===== config.mk =====
export PLATFORM = sky130hd
export DESIGN_NAME = stcb_bank
export DESIGN_NICKNAME = d
export VERILOG_FILES = /design/src/hw/stcb_limit_pair.v /design/src/hw/stcb_limit_mux.v /design/src/hw/stcb_bank.v
export VERILOG_INCLUDE_DIRS = /design/src /design/src/hw
export SDC_FILE = /design/constraint.sdc
export NUM_CORES = 1
export LEC_CHECK = 0
export ABC_AREA = 1
export BUFFER_PORTS_ARGS = -buffer_cell sky130_fd_sc_hd__buf_2
export CAP_MARGIN = 30
export CORE_MARGIN = 5
export CORE_UTILIZATION = 40
export CTS_CLUSTER_DIAMETER = 60
export DETAILED_ROUTE_END_ITERATION = 16
export MAX_ROUTING_LAYER = met4
export PLACE_DENSITY = 0.62
export SYNTH_ARGS = -nofsm -noshare
export SYNTH_HDL_FRONTEND = slang
export SYNTH_HIERARCHICAL = 1
export SYNTH_SLANG_ARGS = --single-unit
export TNS_END_PERCENT = 1

===== constraint.sdc =====
create_clock -name clk -period 3.1 [get_ports clk]
set_clock_uncertainty 0.05 [all_clocks]
set_input_delay 0.62 -clock clk [delete_from_list [all_inputs] [get_ports clk]]
set_output_delay 0.62 -clock clk [all_outputs]
set_load 0.01 [all_outputs]

===== src/hw/stcb_defines.vh =====
// Constants for the switch threshold configuration bank.
// Included by every design file of the bank; definitions only.
`ifndef STCB_DEFINES_VH
`define STCB_DEFINES_VH

// Register offsets
`define STCB_ADDR_W 6
`define STCB_OFS_PAIR_0_1 6'h29
`define STCB_OFS_PAIR_2_3 6'h2A
`define STCB_OFS_PAIR_4_5 6'h2B
`define STCB_OFS_PAIR_6_7 6'h2C
`define STCB_OFS_PAIR_8_9 6'h2D
`define STCB_OFS_SELECT_LOW 6'h2E
`define STCB_OFS_FIRST 6'h29
`define STCB_PAIR_COUNT 5

// Widths and field layout
`define STCB_REG_W 24
`define STCB_LIMIT_W 10
`define STCB_PAIR_W 20
`define STCB_EVEN_LSB 0
`define STCB_EVEN_MSB 9
`define STCB_ODD_LSB 10
`define STCB_ODD_MSB 19
`define STCB_RSVD_LSB 20
`define STCB_RSVD_MSB 23
`define STCB_RSVD_W 4
`define STCB_SEL_W 3
`define STCB_INPUTS 8
`define STCB_LIMITS 10

// Reset values
`define STCB_PAIR_RESET 20'h00000
`define STCB_SELECT_RESET 24'h000000
`define STCB_RSVD_VALUE 4'h0

`endif


===== src/hw/stcb_limit_pair.v =====
// One threshold pair register: even limit low, odd limit high.
// Assumes the caller decodes the address and gives a one-cycle write strobe.
`timescale 1ns/1ps
`include "stcb_defines.vh"

module stcb_limit_pair #(
    parameter LIMIT_W = `STCB_LIMIT_W
) (
    // Clock and reset
    input wire clk,
    input wire reset_n,
    // Write side
    input wire wr_en,
    input wire [2*LIMIT_W-1:0] wr_data,
    // Stored limits
    output reg [LIMIT_W-1:0] even_limit,
    output reg [LIMIT_W-1:0] odd_limit
);

    always @(posedge clk)
    begin
        if (!reset_n)
        begin
            even_limit <= {LIMIT_W{1'b0}};
            odd_limit <= {LIMIT_W{1'b0}};
        end
        else if (wr_en)
        begin
            // Bit order kept as written, lowest bit least weight
            even_limit <= wr_data[LIMIT_W-1:0];
            odd_limit <= wr_data[2*LIMIT_W-1:LIMIT_W];
        end
    end

endmodule // stcb_limit_pair


===== src/hw/stcb_limit_mux.v =====
// Picks one of stored limits 0 to 7 of the ten for one input.
// Assumes limits packed flat, limit n at bits n*LIMIT_W upward.
`timescale 1ns/1ps
`include "stcb_defines.vh"

module stcb_limit_mux #(
    parameter LIMIT_W = `STCB_LIMIT_W,
    parameter LIMITS = `STCB_LIMITS,
    parameter SEL_W = `STCB_SEL_W
) (
    // Inputs
    input wire [LIMITS*LIMIT_W-1:0] limits,
    input wire [SEL_W-1:0] select,
    // Chosen limit
    output wire [LIMIT_W-1:0] chosen
);

    // Selector reaches only limits 0..7; 8 and 9 are not selectable here
    assign chosen = limits[select*LIMIT_W +: LIMIT_W];

endmodule // stcb_limit_mux


===== src/hw/stcb_bank.v =====
// Threshold configuration bank: five limit pair registers and one
// per-input limit selector register, with the chosen limit per input.
// Assumes a serial front end that turns host frames into one-cycle
// read and write strobes with a register offset, synchronous to clk.
//
// Notes on behaviour
// - Each pair register holds two 10-bit limits, even in 9:0, odd in 19:10.
// - Lowest bit of each limit field has least weight, highest bit most.
// - Bits 23:20 of pair registers read zero; limit fields are read-write.
// - Limits 0 to 9 sit pairwise in registers at offsets 29h through 2Dh.
// - Pair registers at 29h to 2Bh clear to zero on reset.
// - Pair registers at 2Ch and 2Dh also clear to zero on reset.
// - Selector register 2Eh holds eight 3-bit fields, input 0 lowest.
// - Selector value n makes that input compare against limit n.
`timescale 1ns/1ps
`include "stcb_defines.vh"

module stcb_bank #(
    parameter LIMIT_W = `STCB_LIMIT_W,
    parameter SEL_W = `STCB_SEL_W,
    parameter INPUTS = `STCB_INPUTS
) (
    // Clock and reset
    input wire clk,
    input wire reset_n,
    // Register access
    input wire [`STCB_ADDR_W-1:0] reg_addr,
    input wire reg_wr_en,
    input wire [`STCB_REG_W-1:0] reg_wr_data,
    input wire reg_rd_en,
    output reg [`STCB_REG_W-1:0] reg_rd_data,
    output reg reg_rd_valid,
    output reg reg_addr_error,
    // Stored limits, limit n at bits n*10 upward
    output reg [`STCB_LIMITS*LIMIT_W-1:0] limit_values,
    // Selector fields, input n at bits n*3 upward
    output reg [INPUTS*SEL_W-1:0] limit_selects,
    // Limit chosen for each input, input n at bits n*10 upward
    output reg [INPUTS*LIMIT_W-1:0] selected_limits
);

    localparam PAIRS = `STCB_PAIR_COUNT;

    wire [PAIRS*2*LIMIT_W-1:0] pair_values;
    wire [PAIRS-1:0] pair_hit;
    wire select_hit;
    wire addr_mapped;
    wire [INPUTS*LIMIT_W-1:0] next_selected_limits;
    reg [INPUTS*SEL_W-1:0] select_reg;
    reg [`STCB_REG_W-1:0] next_rd_data;
    integer k;

    // Decode
    genvar p;
    generate
        for (p = 0; p < PAIRS; p = p + 1)
        begin : g_pair
            assign pair_hit[p] = (reg_addr == (`STCB_OFS_FIRST + p));
            stcb_limit_pair #(
                .LIMIT_W(LIMIT_W)
            ) u_pair (
                .clk(clk),
                .reset_n(reset_n),
                .wr_en(reg_wr_en & pair_hit[p]),
                // Reserved bits 23:20 of the write are dropped
                .wr_data(reg_wr_data[`STCB_ODD_MSB:`STCB_EVEN_LSB]),
                .even_limit(pair_values[p*2*LIMIT_W +: LIMIT_W]),
                .odd_limit(pair_values[p*2*LIMIT_W+LIMIT_W +: LIMIT_W])
            );
        end
    endgenerate

    assign select_hit = (reg_addr == `STCB_OFS_SELECT_LOW);
    assign addr_mapped = (|pair_hit) | select_hit;

    // Selector register
    always @(posedge clk)
    begin
        if (!reset_n)
            select_reg <= `STCB_SELECT_RESET;
        else if (reg_wr_en && select_hit)
            select_reg <= reg_wr_data[INPUTS*SEL_W-1:0];
    end

    // Read multiplexer; reserved bits and unmapped offsets give zero
    always @*
    begin
        next_rd_data = {`STCB_REG_W{1'b0}};
        for (k = 0; k < PAIRS; k = k + 1)
        begin
            if (pair_hit[k])
                next_rd_data = {`STCB_RSVD_VALUE, pair_values[k*2*LIMIT_W +: 2*LIMIT_W]};
        end
        if (select_hit)
            next_rd_data = select_reg;
    end

    // Per-input limit choice
    genvar i;
    generate
        for (i = 0; i < INPUTS; i = i + 1)
        begin : g_input
            stcb_limit_mux #(
                .LIMIT_W(LIMIT_W),
                .LIMITS(`STCB_LIMITS),
                .SEL_W(SEL_W)
            ) u_mux (
                .limits(pair_values),
                .select(select_reg[i*SEL_W +: SEL_W]),
                .chosen(next_selected_limits[i*LIMIT_W +: LIMIT_W])
            );
        end
    endgenerate

    // Registered outputs; chosen limits trail a write by one cycle
    always @(posedge clk)
    begin
        if (!reset_n)
        begin
            reg_rd_data <= {`STCB_REG_W{1'b0}};
            reg_rd_valid <= 1'b0;
            reg_addr_error <= 1'b0;
            limit_values <= {(`STCB_LIMITS*LIMIT_W){1'b0}};
            limit_selects <= {(INPUTS*SEL_W){1'b0}};
            selected_limits <= {(INPUTS*LIMIT_W){1'b0}};
        end
        else
        begin
            reg_rd_valid <= reg_rd_en;
            if (reg_rd_en)
                reg_rd_data <= next_rd_data;
            // Flags any access to an offset outside the bank
            reg_addr_error <= (reg_rd_en | reg_wr_en) & ~addr_mapped;
            limit_values <= pair_values;
            limit_selects <= select_reg;
            selected_limits <= next_selected_limits;
        end
    end

endmodule // stcb_bank


==> results of run 1 <==
-- Yosys cell counts --
| cell | n |
|---|---|
| o21ai_1 | 1 |
| buf_2 | 61 |
| o211ai_1 | 14 |
| nor2_1 | 224 |
| inv_4 | 1 |
| dfxtp_1 | 354 |
| nor2_4 | 4 |
| inv_2 | 2 |
| nand2_4 | 1 |
| nor4_1 | 2 |
| inv_1 | 984 |
| a21oi_2 | 4 |
| nand4_1 | 6 |
| o21bai_1 | 13 |
| clkbuf_1 | 39 |
| nor2_2 | 2 |
| nor3_1 | 2 |
| clkinv_1 | 9 |
| a21oi_1 | 44 |
| clkbuf_2 | 1 |
| nand3_1 | 408 |
| buf_6 | 63 |
| nand2_2 | 82 |
| o21ai_0 | 23 |
| inv_6 | 8 |
| nand2_1 | 1483 |
| buf_1 | 1 |
| buf_4 | 33 |
-- logic make-up (layout without fill, tap and decap cells) --
family	Yosys count	count (layout)	share of synthesized area [%]
flip-flops	354	354	32.2
buffers and inverters	1202	1411	23.8
other	0	3	0
AO/OA/AOI/OAI	99	99	2.63
AND/OR/NAND/NOR	2214	2214	41.4
-- critical path, cell delays in order (launching register included) --
cell and delay (ns):
dfxtp_1 0.84, inv_6 0.29, nand2_1 0.13, nand3_1 0.07
nand2_1 0.09, nand2_1 0.05, nand2_1 0.26, nand2_1 0.10
inv_1 0.06
-- final cells by class --
class,instances,area share (%)
Tap cell,704,3.55
Sequential cell,354,28.6
Clock buffer,56,4.69
Multi-Input combinational cell,2313,39.1
Timing Repair Buffer,333,7.87
Inverter,1004,15.4
Clock inverter,18,0.803
Antenna cell,3,0.0303
-- power groups by stage --
stage / clock network [mW] / registers, mW / logic (mW)
after CTS: 4.96 / 4.64 / 0.491
after detailed placement: 0 / 4.74 / 0.489
after floorplan: 0 / 4.71 / 0.302
final: 4.86 / 4.64 / 0.502
after global placement: 0 / 4.74 / 0.487
after global routing: 5.13 / 4.64 / 0.550
-- per-stage QoR --
step / hold slack [ns] / setup WS, ns / util [%]
floorplan: 0.371 / 0.891 / -
global placement: 0.393 / 0.723 / 42.6
detailed placement: 0.399 / 0.742 / 42.6
CTS: 0.235 / 1.16 / 45.1
global route: 0.250 / 0.892 / 45.3
finish: 0.253 / 1.09 / 45.3
-- worst paths after layout --
path | depth (start not counted) | slack (ns) | start | endpoint
max | 8 | 1.09 | select_reg[18] | selected_limits[69]
min | 3 | 0.25 | reg_wr_data[21] | select_reg[21]
max reg2reg | 8 | 1.09 | select_reg[18] | selected_limits[69]
min reg2reg | 2 | 0.41 | g_pair[4].u_pair/even_limit[4] | limit_values[84]
-- per-layer routing --
metal	up-vias	share of wire, %	wire length, um	track usage (%)
li1	11391	-	-	-
met1	10131	39	36800	39.6
met2	1260	43	40800	47.1
met3	301	11	10100	5.48
met4	0	6.5	6140	16.3
met5	-	0	0	-
==> out/qor.yml, run 1 <==
ys_warn_count: 6
vias: 23083
switchingPower_mw: 2.52
max_slew_margin_pct: 25.4
port_buffers: 263
max_clock_freq_mhz: 498
clkLatencyLatePin_ns: 0.60
wl_per_cell_um: 19.6
cts_resized: 0
nNetsFinal: 4081
fillers: 5849
timing.final.crit_share_pct: 64.8
clk_pin_slew_ns: 0.06
cts_root_buf: "clkbuf_16"
placed_area_sq_um: 23300
fin_area_sq_um: 24800
path_max_fanout: 40
syn_inst: 3869
die_w_um: 244
synth_cell_type_count: 28
rsz0062_at_grt: "false"
power.total_mw: 10.0
clock_power_share_pct: 48.6
max_slew.worst_pin.slew_ns: 1.12
min_period_ns: 2.01
routabilityCongestion: 0.988
worstSetupEndpointType: "register"
ys_ff_latch: 354
multi_input_area_sq_um: 9690
row_count: 86
ios: 264
final_common_cell: "nand2_1"
cts-htree-levels: 2
routed_via_density: 4.82
cts_made_buffers: 41
layout-drive-gt1-share_pct: 12.5
dp.final_hpwl_mm: 60.2
status: "completed"
hold_viol: 0
grt_max_degree: 80
ant_nets: 0
antenna_found_initial: 1
crit_required_ns: 3.58
drtIter0Drc: 3158
hold_class: "in2reg"
switching_share_pct: 25.2
drc: 0
yosysSeqAreaShare_pct: 32.2
first_pass_iters: 5
p_comb_share_pct: 5.0
dp.cells: 4705
crit_arrival_ns: 2.49
critPathKind: "reg2reg"
max_cap_viol_count: 0
cts_setup_buffers: 0
yosysTopAreaCell: "dfxtp_1"
start_util_pct: 40.1
cts.sinks: 354
core_sq_um: 54800
drt-total-wl_mm: 93.8
track_usage_pct: 31.0
clockBufferDepth: 3
power_density_nw_per_um2: 404
regArea_sq_um: 7090
dieArea_sq_um: 59800
finalMaxSlewViolations: 0
fin_tns_setup_ns: 0
power.leakage_nw: 14.1
regMostFlops: "limit_values"
p_seq_share_pct: 46.4
grt_pass1_wl_mm: 136
cts_tree: "built"
area_growth_syn_to_layout_pct: 12.7
startpoint_type: "register"
vdd_drop_max_mv: 0.391
final_cell_mix: "nand2_1 (1483), inv_1 (984), nand3_1 (408), dfxtp_1 (354), buf_2 (262)"
synth_area_sq_um: 22000
largestRegisters: "limit_values x100, selected_limits x80"
largest_reg_flops: 100
setup_viol: 0
ys_top_cells_by_area: "dfxtp_1 (32%), nand2_1 (25%), inv_1 (17%), nand3_1 (9.3%), nor2_1 (3.8%)"
syn_nets: 3903
die_h_um: 244
p_int_mw: 7.48
grt_overflow: 0
synth_top_area_share_pct: 32.2
grt_pass1_vias: 20465
syn_avg_cell_area_sq_um: 5.68
instances_no_fill: 4785
hold_buffers: 0
No activity file was read; power rests on OpenSTA's default activity.
==> run 2: changes to the inputs <==
- clock period: 3.1 -> 2 ns (I/O delays scaled with it)
==> run 2 against run 1 <==
- sequential cell count unchanged
- combinational power rose by 80%
- power rose by 64%
- fmax up 14%
- final cell count grew 2.7%
- wire length rose by 1.9%
- sequential power increased by 53%
- critical path type unchanged
==> out/qor.yml, run 2 (synthesis results as in run 1) <==
largest_reg_flops: 100
die_h_um: 244
dp.final_hpwl_mm: 64.8
largestRegisters: "limit_values x100, selected_limits x80"
nNetsFinal: 4207
crit_arrival_ns: 2.20
fin_tns_setup_ns: 0
wl_per_cell_um: 19.5
grt_overflow: 0
grtUsageMet2_pct: 47.4
routed_via_density: 4.86
hold_class: "in2reg"
grt_pass1_wl_mm: 139
max_slew_margin_pct: 48.8
worstSetupEndpointType: "register"
dieArea_sq_um: 59800
fin_area_sq_um: 26000
die_w_um: 244
cts_tree: "built"
placed_area_sq_um: 24500
power_density_nw_per_um2: 630
cts_resized: 0
crit_chain: "buf_4, nand2_1, nand3_1, nand2_1, nand2_1, nand2_1, nand2_1, inv_1"
final_common_cell: "nand2_1"
fin_util_pct: 47.5
hold_buffers: 0
cts.sinks: 354
start_util_pct: 40.1
area_growth_syn_to_layout_pct: 18.3
drtIter0Drc: 3668
grt.busiest_layer: "met2"
max_clock_freq_mhz: 568
port_buffers: 263
vias: 23888
grt_pass1_vias: 21073
hold_viol: 0
layout-drive-gt1-share_pct: 15.1
met1_usage_pct: 41.4
antenna_found_initial: 1
power.leakage_nw: 14.9
ant_nets: 0
clockBufferDepth: 3
final_cell_mix: "nand2_1 (1483), inv_1 (984), nand3_1 (408), dfxtp_1 (354), buf_2 (262)"
cts-htree-levels: 2
crit_required_ns: 2.44
grtUsageMet3_pct: 5.77
fillers: 5818
track_usage_pct: 31.6
vdd_drop_max_mv: 0.537
cts_setup_buffers: 0
ios: 264
routabilityCongestion: 1.06
path_max_fanout: 13
cts_made_buffers: 43
startpoint_type: "register"
row_count: 86
cpMaxStageDelayCell: "dfxtp_1"
max_cap_viol_count: 0
rsz0062_at_grt: "false"
drt-total-wl_mm: 95.6
core_sq_um: 54800
crit_path_frequent_cell: "nand2_1"
timing.final.crit_share_pct: 88.1
finalMaxSlewViolations: 0
grt_max_degree: 98
min_period_ns: 1.76
critPathKind: "reg2reg"
status: "completed"
max_slew.worst_pin.slew_ns: 0.768
max_stage_delay_ns: 0.65
whs_ns: 0.0365
first_pass_iters: 6
clkLatencyLatePin_ns: 0.60
drc: 0
regMostFlops: "limit_values"
clk_pin_slew_ns: 0.06
cts_root_buf: "clkbuf_16"
setup_viol: 0
run 2: area by class of cell:
cell class / instances / area, sq um / share of cell area (%)
clock buffer: 59 / 1190 / 4.56
clock inverter: 21 / 325 / 1.25
multi-input combinational: 2313 / 9690 / 37.3
sequential: 354 / 7090 / 27.3
timing repair buffer: 457 / 3020 / 11.6
antenna: 1 / 2.50 / 0.00962
inverter: 1004 / 3810 / 14.7
tap: 704 / 881 / 3.39
run 2: stage by stage:
stage | worst slack (ns) | total power [mW] | std cells
detailed placement | 0.0411 | 8.15 | 4832
finish | 0.239 | 16.4 | 4913
CTS | 0.289 | 16.5 | 4912
floorplan | 0.0110 | 7.77 | 3869
global placement | 0.0629 | 8.15 | 4832
global route | 0.190 | 16.9 | 4913
run 2: worst paths after layout:
| kind | cells past startpoint | slack [ns] | from | endpoint |
|---|---|---|---|---|
| worst max-delay path | 8 | 0.24 | select_reg[18] | selected_limits[69] |
| worst min-delay path | 3 | 0.04 | reg_wr_data[21] | select_reg[21] |
| worst max register to register | 8 | 0.24 | select_reg[18] | selected_limits[69] |
| worst min register to register | 2 | 0.40 | g_pair[4].u_pair/odd_limit[4] | limit_values[94] |
run 2: power by group:
part / total (mW) / switching [mW] / internal (mW) / leakage [nW]
logic: 0.904 / 0.651 / 0.253 / 11.3
clock network: 8.35 / 3.35 / 5.00 / 0.736
registers: 7.12 / 0.0258 / 7.10 / 2.85
run 2: worst max-delay path: cells and delay by family (launching register included):
| kind | cells | cell delay (ns) |
|---|---|---|
| and+or+nand+nor | 6 | 0.59 |
| buffers and inverters | 2 | 0.34 |
| DFF | 1 | 0.65 |
run 2: routing by layer:
layer / share of wire [%] / up-vias
li1: - / 11632
met2: 43 / 1390
met5: 0 / -
met3: 11 / 305
met1: 40 / 10561
met4: 6.2 / 0
